--- src/rtl/fpc_pkg.sv ---
// Purpose: Shared constants for the fault, PDM and clock-ratio register bank
// Assumes: Byte-wide register port decoded from the control-bus slave
// Notes: Offsets are the printed register addresses
package fpc_pkg;
    localparam logic [7:0] FPC_ADDR_FAULT = 8'h12;
    localparam logic [7:0] FPC_ADDR_PDM = 8'h13;
    localparam logic [7:0] FPC_ADDR_RATIO = 8'h14;
    localparam logic [7:0] FPC_RST_FAULT = 8'h30;
    localparam logic [7:0] FPC_RST_PDM = 8'h40;
    localparam logic [7:0] FPC_RST_RATIO = 8'h11;
    // Fault register fields
    localparam int FPC_GAIN_LSB = 6;
    localparam int FPC_LIMIT_LSB = 4;
    localparam int FPC_STROBE_BIT = 3;
    localparam int FPC_UV_BIT = 2;
    localparam int FPC_OT_BIT = 1;
    localparam int FPC_OC_BIT = 0;
    // Only the stored bits of the fault register; bit 3 is write-only
    localparam logic [7:0] FPC_FAULT_MASK = 8'hF7;
    // PDM register fields
    localparam int FPC_PICK_BIT = 7;
    localparam int FPC_PAT_BIT = 6;
    localparam int FPC_ASRC_BIT = 4;
    localparam int FPC_LAT_LSB = 2;
    localparam int FPC_SHARE_BIT = 1;
    localparam int FPC_VBAT_BIT = 0;
    localparam logic [7:0] FPC_PDM_MASK = 8'hDF;
    // Ratio register fields
    localparam int FPC_AUTO_BIT = 4;
    localparam logic [7:0] FPC_RATIO_MASK = 8'h1F;
    // Control-bus addresses in PDM mode
    localparam logic [6:0] FPC_BUS_ADDR_LO = 7'h34;
    localparam logic [6:0] FPC_BUS_ADDR_HI = 7'h35;
    // Gain cut in units of 0.125 dB: 0, 1.5, 3, 5.625 dB
    localparam logic [5:0] FPC_CUT_0 = 6'h00;
    localparam logic [5:0] FPC_CUT_1 = 6'h0C;
    localparam logic [5:0] FPC_CUT_2 = 6'h18;
    localparam logic [5:0] FPC_CUT_3 = 6'h2D;
    // Attempt limits; zero means unlimited
    localparam logic [3:0] FPC_TRY_0 = 4'h1;
    localparam logic [3:0] FPC_TRY_1 = 4'h3;
    localparam logic [3:0] FPC_TRY_2 = 4'h7;
    localparam logic [3:0] FPC_TRY_3 = 4'h0;
    typedef enum logic [1:0] {
        FPC_LAT_NORMAL,
        FPC_LAT_15US,
        FPC_LAT_5US,
        FPC_LAT_RSVD
    } fpc_lat_e;
endpackage

--- src/rtl/fpc_regs.sv ---
// Purpose: Fault recovery, PDM interface and clock-ratio configuration registers
// Assumes: Byte register port from the control-bus slave, inputs synchronous to clk_sys
// Notes: Decoded controls feed the fault, PDM and clocking logic outside
//
// Notes on behaviour
// - On a thermal warning the gain is cut by 0, 1.5, 3 or 5.625 dB per a two-bit field.
// - A two-bit field caps auto recovery attempts at 1, 3, 7 or unlimited, reset unlimited.
// - Writing one to the write-only strobe starts one attempt per fault class that was set to manual before that write.
// - The undervoltage control bit picks auto recovery when clear, manual when set.
// - The overtemperature control bit picks auto recovery when clear, manual when set.
// - The overcurrent control bit picks auto recovery when clear, manual when set.
// - With the mode strap high the pick bit selects the left channel at zero, right at one.
// - With the strap low the pattern enable bit allows pattern configuration, reset enabled.
// - In PDM mode with strap low the bus address is 0x34, or follows the pin when the bit is set.
// - A two-bit latency field picks normal, about 15 us or about 5 us delay paths.
// - With clock share set the playback PDM clock also drives the sense output.
// - In PDM mode the sense output carries output voltage at zero and battery at one.
// - With auto ratio set the detected code is stored for readback, else the written code is used.
// - The ratio code means 64, 128, 192, 256 or 384 times the sample rate.
`timescale 1ns/10ps
module fpc_regs
    import fpc_pkg::*;
(
    input wire logic clk_sys,
    input wire logic reset,
    input wire logic clk_en,
    input wire logic [7:0] reg_addr,
    input wire logic [7:0] reg_wdata,
    input wire logic reg_write,
    input wire logic reg_read,
    output logic [7:0] reg_rdata,
    input wire logic mode_strap,
    input wire logic pdm_mode,
    input wire logic channel_address_pin,
    input wire logic thermal_warning,
    input wire logic ratio_detect_valid,
    input wire logic [3:0] ratio_detect_code,
    output logic [5:0] gain_cut_eighth_db,
    output logic [3:0] recovery_attempt_max,
    output logic undervolt_recovery_manual,
    output logic overtemp_recovery_manual,
    output logic overcurrent_recovery_manual,
    output logic recover_uv_pulse,
    output logic recover_ot_pulse,
    output logic recover_oc_pulse,
    output logic pdm_right_channel,
    output logic pattern_config_allowed,
    output logic [6:0] bus_address,
    output logic [1:0] latency_path,
    output logic sense_clock_from_playback,
    output logic sense_battery,
    output logic [3:0] clock_ratio_in_use
);

    ////////////////////////////////////////////////////////////////////////////
    typedef struct packed {
        logic [7:0] fault;
        logic [7:0] pdm;
        logic [7:0] ratio;
        logic [7:0] rdata;
        logic [2:0] rec_pulse;
        logic [5:0] cut;
    } fpc_state_s;

    fpc_state_s st;
    fpc_state_s next_st;

    function automatic logic [5:0] cut_of(input logic [1:0] code);
        case (code)
            2'b00: cut_of = FPC_CUT_0;
            2'b01: cut_of = FPC_CUT_1;
            2'b10: cut_of = FPC_CUT_2;
            default: cut_of = FPC_CUT_3;
        endcase
    endfunction

    function automatic logic [3:0] tries_of(input logic [1:0] code);
        case (code)
            2'b00: tries_of = FPC_TRY_0;
            2'b01: tries_of = FPC_TRY_1;
            2'b10: tries_of = FPC_TRY_2;
            default: tries_of = FPC_TRY_3;
        endcase
    endfunction

    ////////////////////////////////////////////////////////////////////////////
    always_comb begin
        next_st = st;
        next_st.rec_pulse = 3'b000;
        if (reg_write) begin
            case (reg_addr)
                FPC_ADDR_FAULT: begin
                    next_st.fault = reg_wdata & FPC_FAULT_MASK;
                    if (reg_wdata[FPC_STROBE_BIT]) begin
                        next_st.rec_pulse = {st.fault[FPC_UV_BIT], st.fault[FPC_OT_BIT],
                                             st.fault[FPC_OC_BIT]};
                    end
                end
                FPC_ADDR_PDM: begin
                    next_st.pdm = reg_wdata & FPC_PDM_MASK;
                end
                FPC_ADDR_RATIO: begin
                    next_st.ratio = reg_wdata & FPC_RATIO_MASK;
                end
                default: begin
                    next_st.rdata = st.rdata;
                end
            endcase
        end
        // detected code stored; detector wins over a same-cycle write
        if (st.ratio[FPC_AUTO_BIT] && ratio_detect_valid) begin
            next_st.ratio[3:0] = ratio_detect_code;
        end
        next_st.cut = thermal_warning ? cut_of(st.fault[FPC_GAIN_LSB +: 2]) : FPC_CUT_0;
        if (reg_read) begin
            case (reg_addr)
                FPC_ADDR_FAULT: next_st.rdata = st.fault;
                FPC_ADDR_PDM: next_st.rdata = st.pdm;
                FPC_ADDR_RATIO: next_st.rdata = st.ratio;
                default: next_st.rdata = 8'h00;
            endcase
        end
    end

    always_ff @(posedge clk_sys or posedge reset) begin
        if (reset) begin
            st <= '{fault: FPC_RST_FAULT, pdm: FPC_RST_PDM, ratio: FPC_RST_RATIO,
                    rdata: 8'h00, rec_pulse: 3'b000, cut: 6'h00};
        end else if (clk_en) begin
            st <= next_st;
        end
    end

    ////////////////////////////////////////////////////////////////////////////
    // Pulses are gated by clk_en so a frozen block cannot repeat a strobe
    assign reg_rdata = st.rdata;
    assign gain_cut_eighth_db = st.cut;
    assign recovery_attempt_max = tries_of(st.fault[FPC_LIMIT_LSB +: 2]);
    assign undervolt_recovery_manual = st.fault[FPC_UV_BIT];
    assign overtemp_recovery_manual = st.fault[FPC_OT_BIT];
    assign overcurrent_recovery_manual = st.fault[FPC_OC_BIT];
    assign recover_uv_pulse = st.rec_pulse[2] & clk_en;
    assign recover_ot_pulse = st.rec_pulse[1] & clk_en;
    assign recover_oc_pulse = st.rec_pulse[0] & clk_en;
    assign pdm_right_channel = mode_strap & st.pdm[FPC_PICK_BIT];
    assign pattern_config_allowed = ~mode_strap & st.pdm[FPC_PAT_BIT];
    assign bus_address = (pdm_mode && !mode_strap && st.pdm[FPC_ASRC_BIT] && channel_address_pin)
                         ? FPC_BUS_ADDR_HI : FPC_BUS_ADDR_LO;
    assign latency_path = st.pdm[FPC_LAT_LSB +: 2];
    assign sense_clock_from_playback = st.pdm[FPC_SHARE_BIT];
    assign sense_battery = pdm_mode & st.pdm[FPC_VBAT_BIT];
    assign clock_ratio_in_use = st.ratio[3:0];

    ////////////////////////////////////////////////////////////////////////////
    property p_strobe;
        @(posedge clk_sys) disable iff (reset)
        (clk_en && reg_write && reg_addr == FPC_ADDR_FAULT && reg_wdata[3]) |=>
            (st.rec_pulse == {$past(st.fault[2]), $past(st.fault[1]), $past(st.fault[0])});
    endproperty
    a_strobe: assert property (p_strobe) else $error("strobe pulses wrong");

    property p_no_strobe;
        @(posedge clk_sys) disable iff (reset)
        (clk_en && !(reg_write && reg_addr == FPC_ADDR_FAULT && reg_wdata[3])) |=>
            (st.rec_pulse == 3'b000);
    endproperty
    a_no_strobe: assert property (p_no_strobe) else $error("spurious recovery");

    property p_cut;
        @(posedge clk_sys) disable iff (reset)
        (clk_en && thermal_warning && st.fault[7:6] == 2'b11) |=> (gain_cut_eighth_db == FPC_CUT_3);
    endproperty
    a_cut: assert property (p_cut) else $error("gain cut wrong");

    property p_tries;
        @(posedge clk_sys) disable iff (reset)
        (st.fault[5:4] == 2'b10) |-> (recovery_attempt_max == FPC_TRY_2);
    endproperty
    a_tries: assert property (p_tries) else $error("attempt cap wrong");

    property p_rsvd;
        @(posedge clk_sys) disable iff (reset)
        (st.fault[3] == 1'b0) && (st.pdm[5] == 1'b0) && (st.ratio[7:5] == 3'b000);
    endproperty
    a_rsvd: assert property (p_rsvd) else $error("reserved bit set");

    property p_uv;
        @(posedge clk_sys) disable iff (reset)
        (clk_en && reg_write && reg_addr == FPC_ADDR_FAULT) |=>
            (undervolt_recovery_manual == $past(reg_wdata[2]));
    endproperty
    a_uv: assert property (p_uv) else $error("uv control not stored");

    property p_auto;
        @(posedge clk_sys) disable iff (reset)
        (clk_en && st.ratio[4] && ratio_detect_valid) |=>
            (clock_ratio_in_use == $past(ratio_detect_code));
    endproperty
    a_auto: assert property (p_auto) else $error("detected ratio lost");

    property p_addr;
        @(posedge clk_sys) disable iff (reset)
        (pdm_mode && !mode_strap && !st.pdm[4]) |-> (bus_address == FPC_BUS_ADDR_LO);
    endproperty
    a_addr: assert property (p_addr) else $error("bus address wrong");

    property p_read;
        @(posedge clk_sys) disable iff (reset)
        (clk_en && reg_read && reg_addr == FPC_ADDR_PDM && !reg_write) |=>
            (reg_rdata == $past(st.pdm));
    endproperty
    a_read: assert property (p_read) else $error("pdm readback wrong");

    property p_cut_none;
        @(posedge clk_sys) disable iff (reset)
        (clk_en && !thermal_warning) |=> (gain_cut_eighth_db == FPC_CUT_0);
    endproperty
    a_cut_none: assert property (p_cut_none) else $error("cut without warning");

    property p_cut_low;
        @(posedge clk_sys) disable iff (reset)
        (clk_en && thermal_warning && st.fault[FPC_GAIN_LSB +: 2] == 2'h1) |=>
            (gain_cut_eighth_db == FPC_CUT_1);
    endproperty
    a_cut_low: assert property (p_cut_low) else $error("small gain cut wrong");

    property p_tries_one;
        @(posedge clk_sys) disable iff (reset)
        (st.fault[FPC_LIMIT_LSB +: 2] == 2'h0) |-> (recovery_attempt_max == FPC_TRY_0);
    endproperty
    a_tries_one: assert property (p_tries_one) else $error("single attempt cap wrong");

    property p_tries_free;
        @(posedge clk_sys) disable iff (reset)
        (st.fault[FPC_LIMIT_LSB +: 2] == 2'h3) |-> (recovery_attempt_max == FPC_TRY_3);
    endproperty
    a_tries_free: assert property (p_tries_free) else $error("unlimited cap wrong");

    property p_ot;
        @(posedge clk_sys) disable iff (reset)
        (clk_en && reg_write && reg_addr == FPC_ADDR_FAULT) |=>
            (overtemp_recovery_manual == $past(reg_wdata[FPC_OT_BIT]));
    endproperty
    a_ot: assert property (p_ot) else $error("ot control not stored");

    property p_oc;
        @(posedge clk_sys) disable iff (reset)
        (clk_en && reg_write && reg_addr == FPC_ADDR_FAULT) |=>
            (overcurrent_recovery_manual == $past(reg_wdata[FPC_OC_BIT]));
    endproperty
    a_oc: assert property (p_oc) else $error("oc control not stored");

    property p_pick;
        @(posedge clk_sys) disable iff (reset)
        mode_strap |-> (pdm_right_channel == st.pdm[FPC_PICK_BIT]);
    endproperty
    a_pick: assert property (p_pick) else $error("channel pick wrong");

    property p_pattern;
        @(posedge clk_sys) disable iff (reset)
        !mode_strap |-> (pattern_config_allowed == st.pdm[FPC_PAT_BIT]);
    endproperty
    a_pattern: assert property (p_pattern) else $error("pattern enable wrong");

    property p_addr_pin;
        @(posedge clk_sys) disable iff (reset)
        (pdm_mode && !mode_strap && st.pdm[FPC_ASRC_BIT]) |->
            (bus_address == (channel_address_pin ? FPC_BUS_ADDR_HI : FPC_BUS_ADDR_LO));
    endproperty
    a_addr_pin: assert property (p_addr_pin) else $error("pin address wrong");

    property p_latency;
        @(posedge clk_sys) disable iff (reset)
        (clk_en && reg_write && reg_addr == FPC_ADDR_PDM) |=>
            (latency_path == $past(reg_wdata[FPC_LAT_LSB +: 2]));
    endproperty
    a_latency: assert property (p_latency) else $error("latency path wrong");

    property p_share;
        @(posedge clk_sys) disable iff (reset)
        (clk_en && reg_write && reg_addr == FPC_ADDR_PDM) |=>
            (sense_clock_from_playback == $past(reg_wdata[FPC_SHARE_BIT]));
    endproperty
    a_share: assert property (p_share) else $error("clock share wrong");

    property p_sense;
        @(posedge clk_sys) disable iff (reset)
        pdm_mode |-> (sense_battery == st.pdm[FPC_VBAT_BIT]);
    endproperty
    a_sense: assert property (p_sense) else $error("sense select wrong");

    property p_manual_ratio;
        @(posedge clk_sys) disable iff (reset)
        (clk_en && !st.ratio[FPC_AUTO_BIT] && reg_write && reg_addr == FPC_ADDR_RATIO) |=>
            (clock_ratio_in_use == $past(reg_wdata[3:0]));
    endproperty
    a_manual_ratio: assert property (p_manual_ratio) else $error("written ratio lost");

    property p_frozen_pulse;
        @(posedge clk_sys) disable iff (reset)
        !clk_en |-> ({recover_uv_pulse, recover_ot_pulse, recover_oc_pulse} == 3'h0);
    endproperty
    a_frozen_pulse: assert property (p_frozen_pulse) else $error("pulse while frozen");

endmodule

--- config.mk ---
export PLATFORM = sky130hd
export DESIGN_NAME = fpc_regs
export DESIGN_NICKNAME = d
export VERILOG_FILES = /design/src/rtl/fpc_pkg.sv /design/src/rtl/fpc_regs.sv
export SDC_FILE = /design/constraint.sdc
export NUM_CORES = 1
export LEC_CHECK = 0
export ABC_AREA = 1
export BUFFER_PORTS_ARGS = -buffer_cell sky130_fd_sc_hd__buf_4
export CORE_ASPECT_RATIO = 1.5
export CORE_MARGIN = 2
export CORE_UTILIZATION = 50
export CTS_CLUSTER_SIZE = 25
export DETAILED_ROUTE_END_ITERATION = 7
export PLACE_DENSITY = 0.88
export SKIP_LAST_GASP = 1
export SLEW_MARGIN = 25
export SYNTH_ARGS = -nofsm -noshare
export SYNTH_HDL_FRONTEND = slang
export SYNTH_SLANG_ARGS = --single-unit
--- constraint.sdc ---
create_clock -name clk_sys -period 1.4 [get_ports clk_sys]
set_input_delay 0.21 -clock clk_sys [delete_from_list [all_inputs] [get_ports clk_sys]]
set_output_delay 0.21 -clock clk_sys [all_outputs]
set_load 0.05 [all_outputs]
==> run summary <==
Status = complete, but fails checks
Failing checks = negative setup slack
Largest area contributor in the netlist = dfrtp_1
TNS Setup = -0.194 ns
Critical Path AT = 1.29 ns
R2r setup slk = 0.27 ns
Top-count cell post-synth = nand2_1
Routability cong. = 0.819
Max-cap violations = 0
Share of cells above drive strength 1 = 0.407
Post-DP Area = 0.00239 mm2
DR vias/cell = 5.03
Clock root buffer = clkbuf_8
CTS sink count = 34
Register area = 857 um2
Minimum clock period = 1.50 ns
Synth Register Bits = 34
Setup slack after layout = -0.0998 ns
Final instance area = 0.00251 mm2
Maximum vdd drop = 683 uV
Share of the synthesized area in the top cell type = 0.352
Ports = 71
Largest family of logic cells by synthesized area = simple AND/OR/NAND/NOR gates
Fmax = 667 MHz
Total number of yosys warnings = 0
Initial DRC count = 40
Post-Synth Adder-Cell Area = 0.0121
Syn Inst Count = 245
Antenna viol nets, final = 0
EDFF count, synth = 0
Pre-antenna DRT Iters = 4
H-tree level count = 2
N_diodes = 0
Critical Path RT = 1.19 ns
Compound-Gate Fraction of Synth Area = 0.0976
PortBufs = 62
Fill cells = 340
Pwr dens = 850 mW/mm2
Syn Area/Cell = 8.42 um2
Post-synthesis xor/xnor area fraction = 0
Final Setup Violations = 2
Final wirelength = 4430 um
Max Buffers Root-to-Sink = 2
Vias in the first global route = 1,558
Starting Density = 0.521
Fin. Hold Viols = 0
CP Launch Type = flop
Largest net degree at the start of global routing = 35
Post-synthesis mux area share = 0
Clk pin slew, worst setup/hold paths = 0.06 ns
Clk Latency, worst-skew pair = 0.29 ns
Total die area = 0.00467 mm2
Synth-to-layout area growth = 21.8%
Leakage = 1.37 nW
Tot GR Track Use = 0.196
Netlist cell types = 26
Dpl hpwl = 3360 um
CORE AREA = 0.00396 mm2
Via Count = 1,711
Die width = 56.5 um
Clk_skew = 0.00687 ns
First-pass GRT wire length = 7000 um
FFs w/ async S/R, synth = 1.00
CTS buffer count = 5
Area contributors post-synth = dfrtp_1, nand2_1, buf_4
Initial antenna violation count = 0
Post-synth top cells = nand2_1, dfrtp_1, buf_4, inv_1, nand3_1
Multi-input gate area = 875 um2
RSZ-0062 raised after global routing = true
Std-Cell Rows = 28
CTS tree = built
Gr ovfl total = 0
Final Net Count = 326
Avg WL per Cell = 13.0 um
Simple-Gate Fraction of Synth Area = 0.290
Endpoint class of the critical path = primary output
Post-Syn Area = 0.00206 mm2
DR DRC count = 0
Crit share post-route = 1.07
Critical path class = reg -> out
Worst-path fanout max = 3
Hold crit path type = in -> async
Final Slew Violations = 0
Sequential share of the synthesized area = 0.415
Die Ht = 82.7 um
Most used DFF post-synth = dfrtp_1
==> cells in the final DEF, fill, tap and decap left out, types with 5 or more instances in the layout <==
cell type / count
nand2_1: 72
buf_4: 64
dfrtp_1: 29
inv_1: 23
nand3_1: 19
o21ai_2: 12
conb_1: 8
nand3_2: 7
o21ai_1: 7
inv_2: 6
nor2_1: 6
clkbuf_8: 6
nand2_2: 5
dfstp_2: 5
==> sequential cells by signal (all words and copies together) (netlist names) <==
signal	count
st	12
reg_rdata	8
clock_ratio_in_use	4
gain_cut_eighth_db	4
latency_path	2
overcurrent_recovery_manual	1
overtemp_recovery_manual	1
sense_clock_from_playback	1
undervolt_recovery_manual	1
==> kinds of logic (layout without fill, tap and decap cells) <==
group,after synthesis,after routing
AOI/OAI and AO/OA,29,29
adders and majority gates,2,2
buffers and inverters,61,105
DFF,34,34
other,2,8
and+or+nand+nor,117,117
==> area by class of cell <==
class                      count  area share
multi-input combinational    156       0.348
sequential                    34       0.341
timing repair buffer          68       0.209
inverter                      29      0.0433
clock buffer                   7      0.0343
tap                           45      0.0224
clock inverter                 1     0.00199
==> per-layer routing <==
layer  GRT usage  vias to the layer above  share of wire
met2       0.362                       66           0.55
met5           0                        -              0
met4      0.0929                        0          0.019
met1       0.214                      809           0.37
li1            -                      828              -
met3      0.0405                        8          0.057
==> path summary, 6_finish.rpt <==
kind | startpoint | endpoint | cells past startpoint
worst max-delay path | st[37] | recovery_attempt_max[0] | 4
min in group clk_sys | reg_wdata[5] | st[38] | 3
worst max register to register | st[21] | clock_ratio_in_use[3] | 5
worst min register to register | reg_rdata[6] | reg_rdata[6] | 2
worst min-delay path | reset | gain_cut_eighth_db[3] | 3
max in group asynchronous | reset | st[38] | 3
==> worst max-delay path, cell delays in order, from the launching register on <==
cell and delay [ns]:
dfstp_2 0.53, buf_4 0.13, ha_1 0.15, inv_1 0.05, buf_6 0.14
==> metrics by stage <==
stage,hold WS [ns],utilization,power [mW],setup slack (ns),instances
global placement,0.322,0.603,1.41,0.111,331
floorplan,0.348,-,1.31,0.0283,251
detailed placement,0.329,0.603,1.41,0.0667,331
CTS,0.0231,0.631,2.14,-0.0978,339
global route,0.0615,0.635,2.22,-0.130,340
finish,0.0159,0.635,2.14,-0.0998,340
==> power breakdown <==
group	internal, mW	switching [mW]	total (mW)
clock network	0.396	0.335	0.731
registers	1.01	0.0213	1.03
logic	0.122	0.253	0.375
total	1.53	0.609	2.14
==> repair_timing <==
action                     4_1_cts  5_1_grt
pin swaps                        1        0
gates resized for setup          5        2
setup buffers                    0        1
hold buffers                     0        0
setup endpoints to repair        3        4
Power figures use the tool's default switching activity.
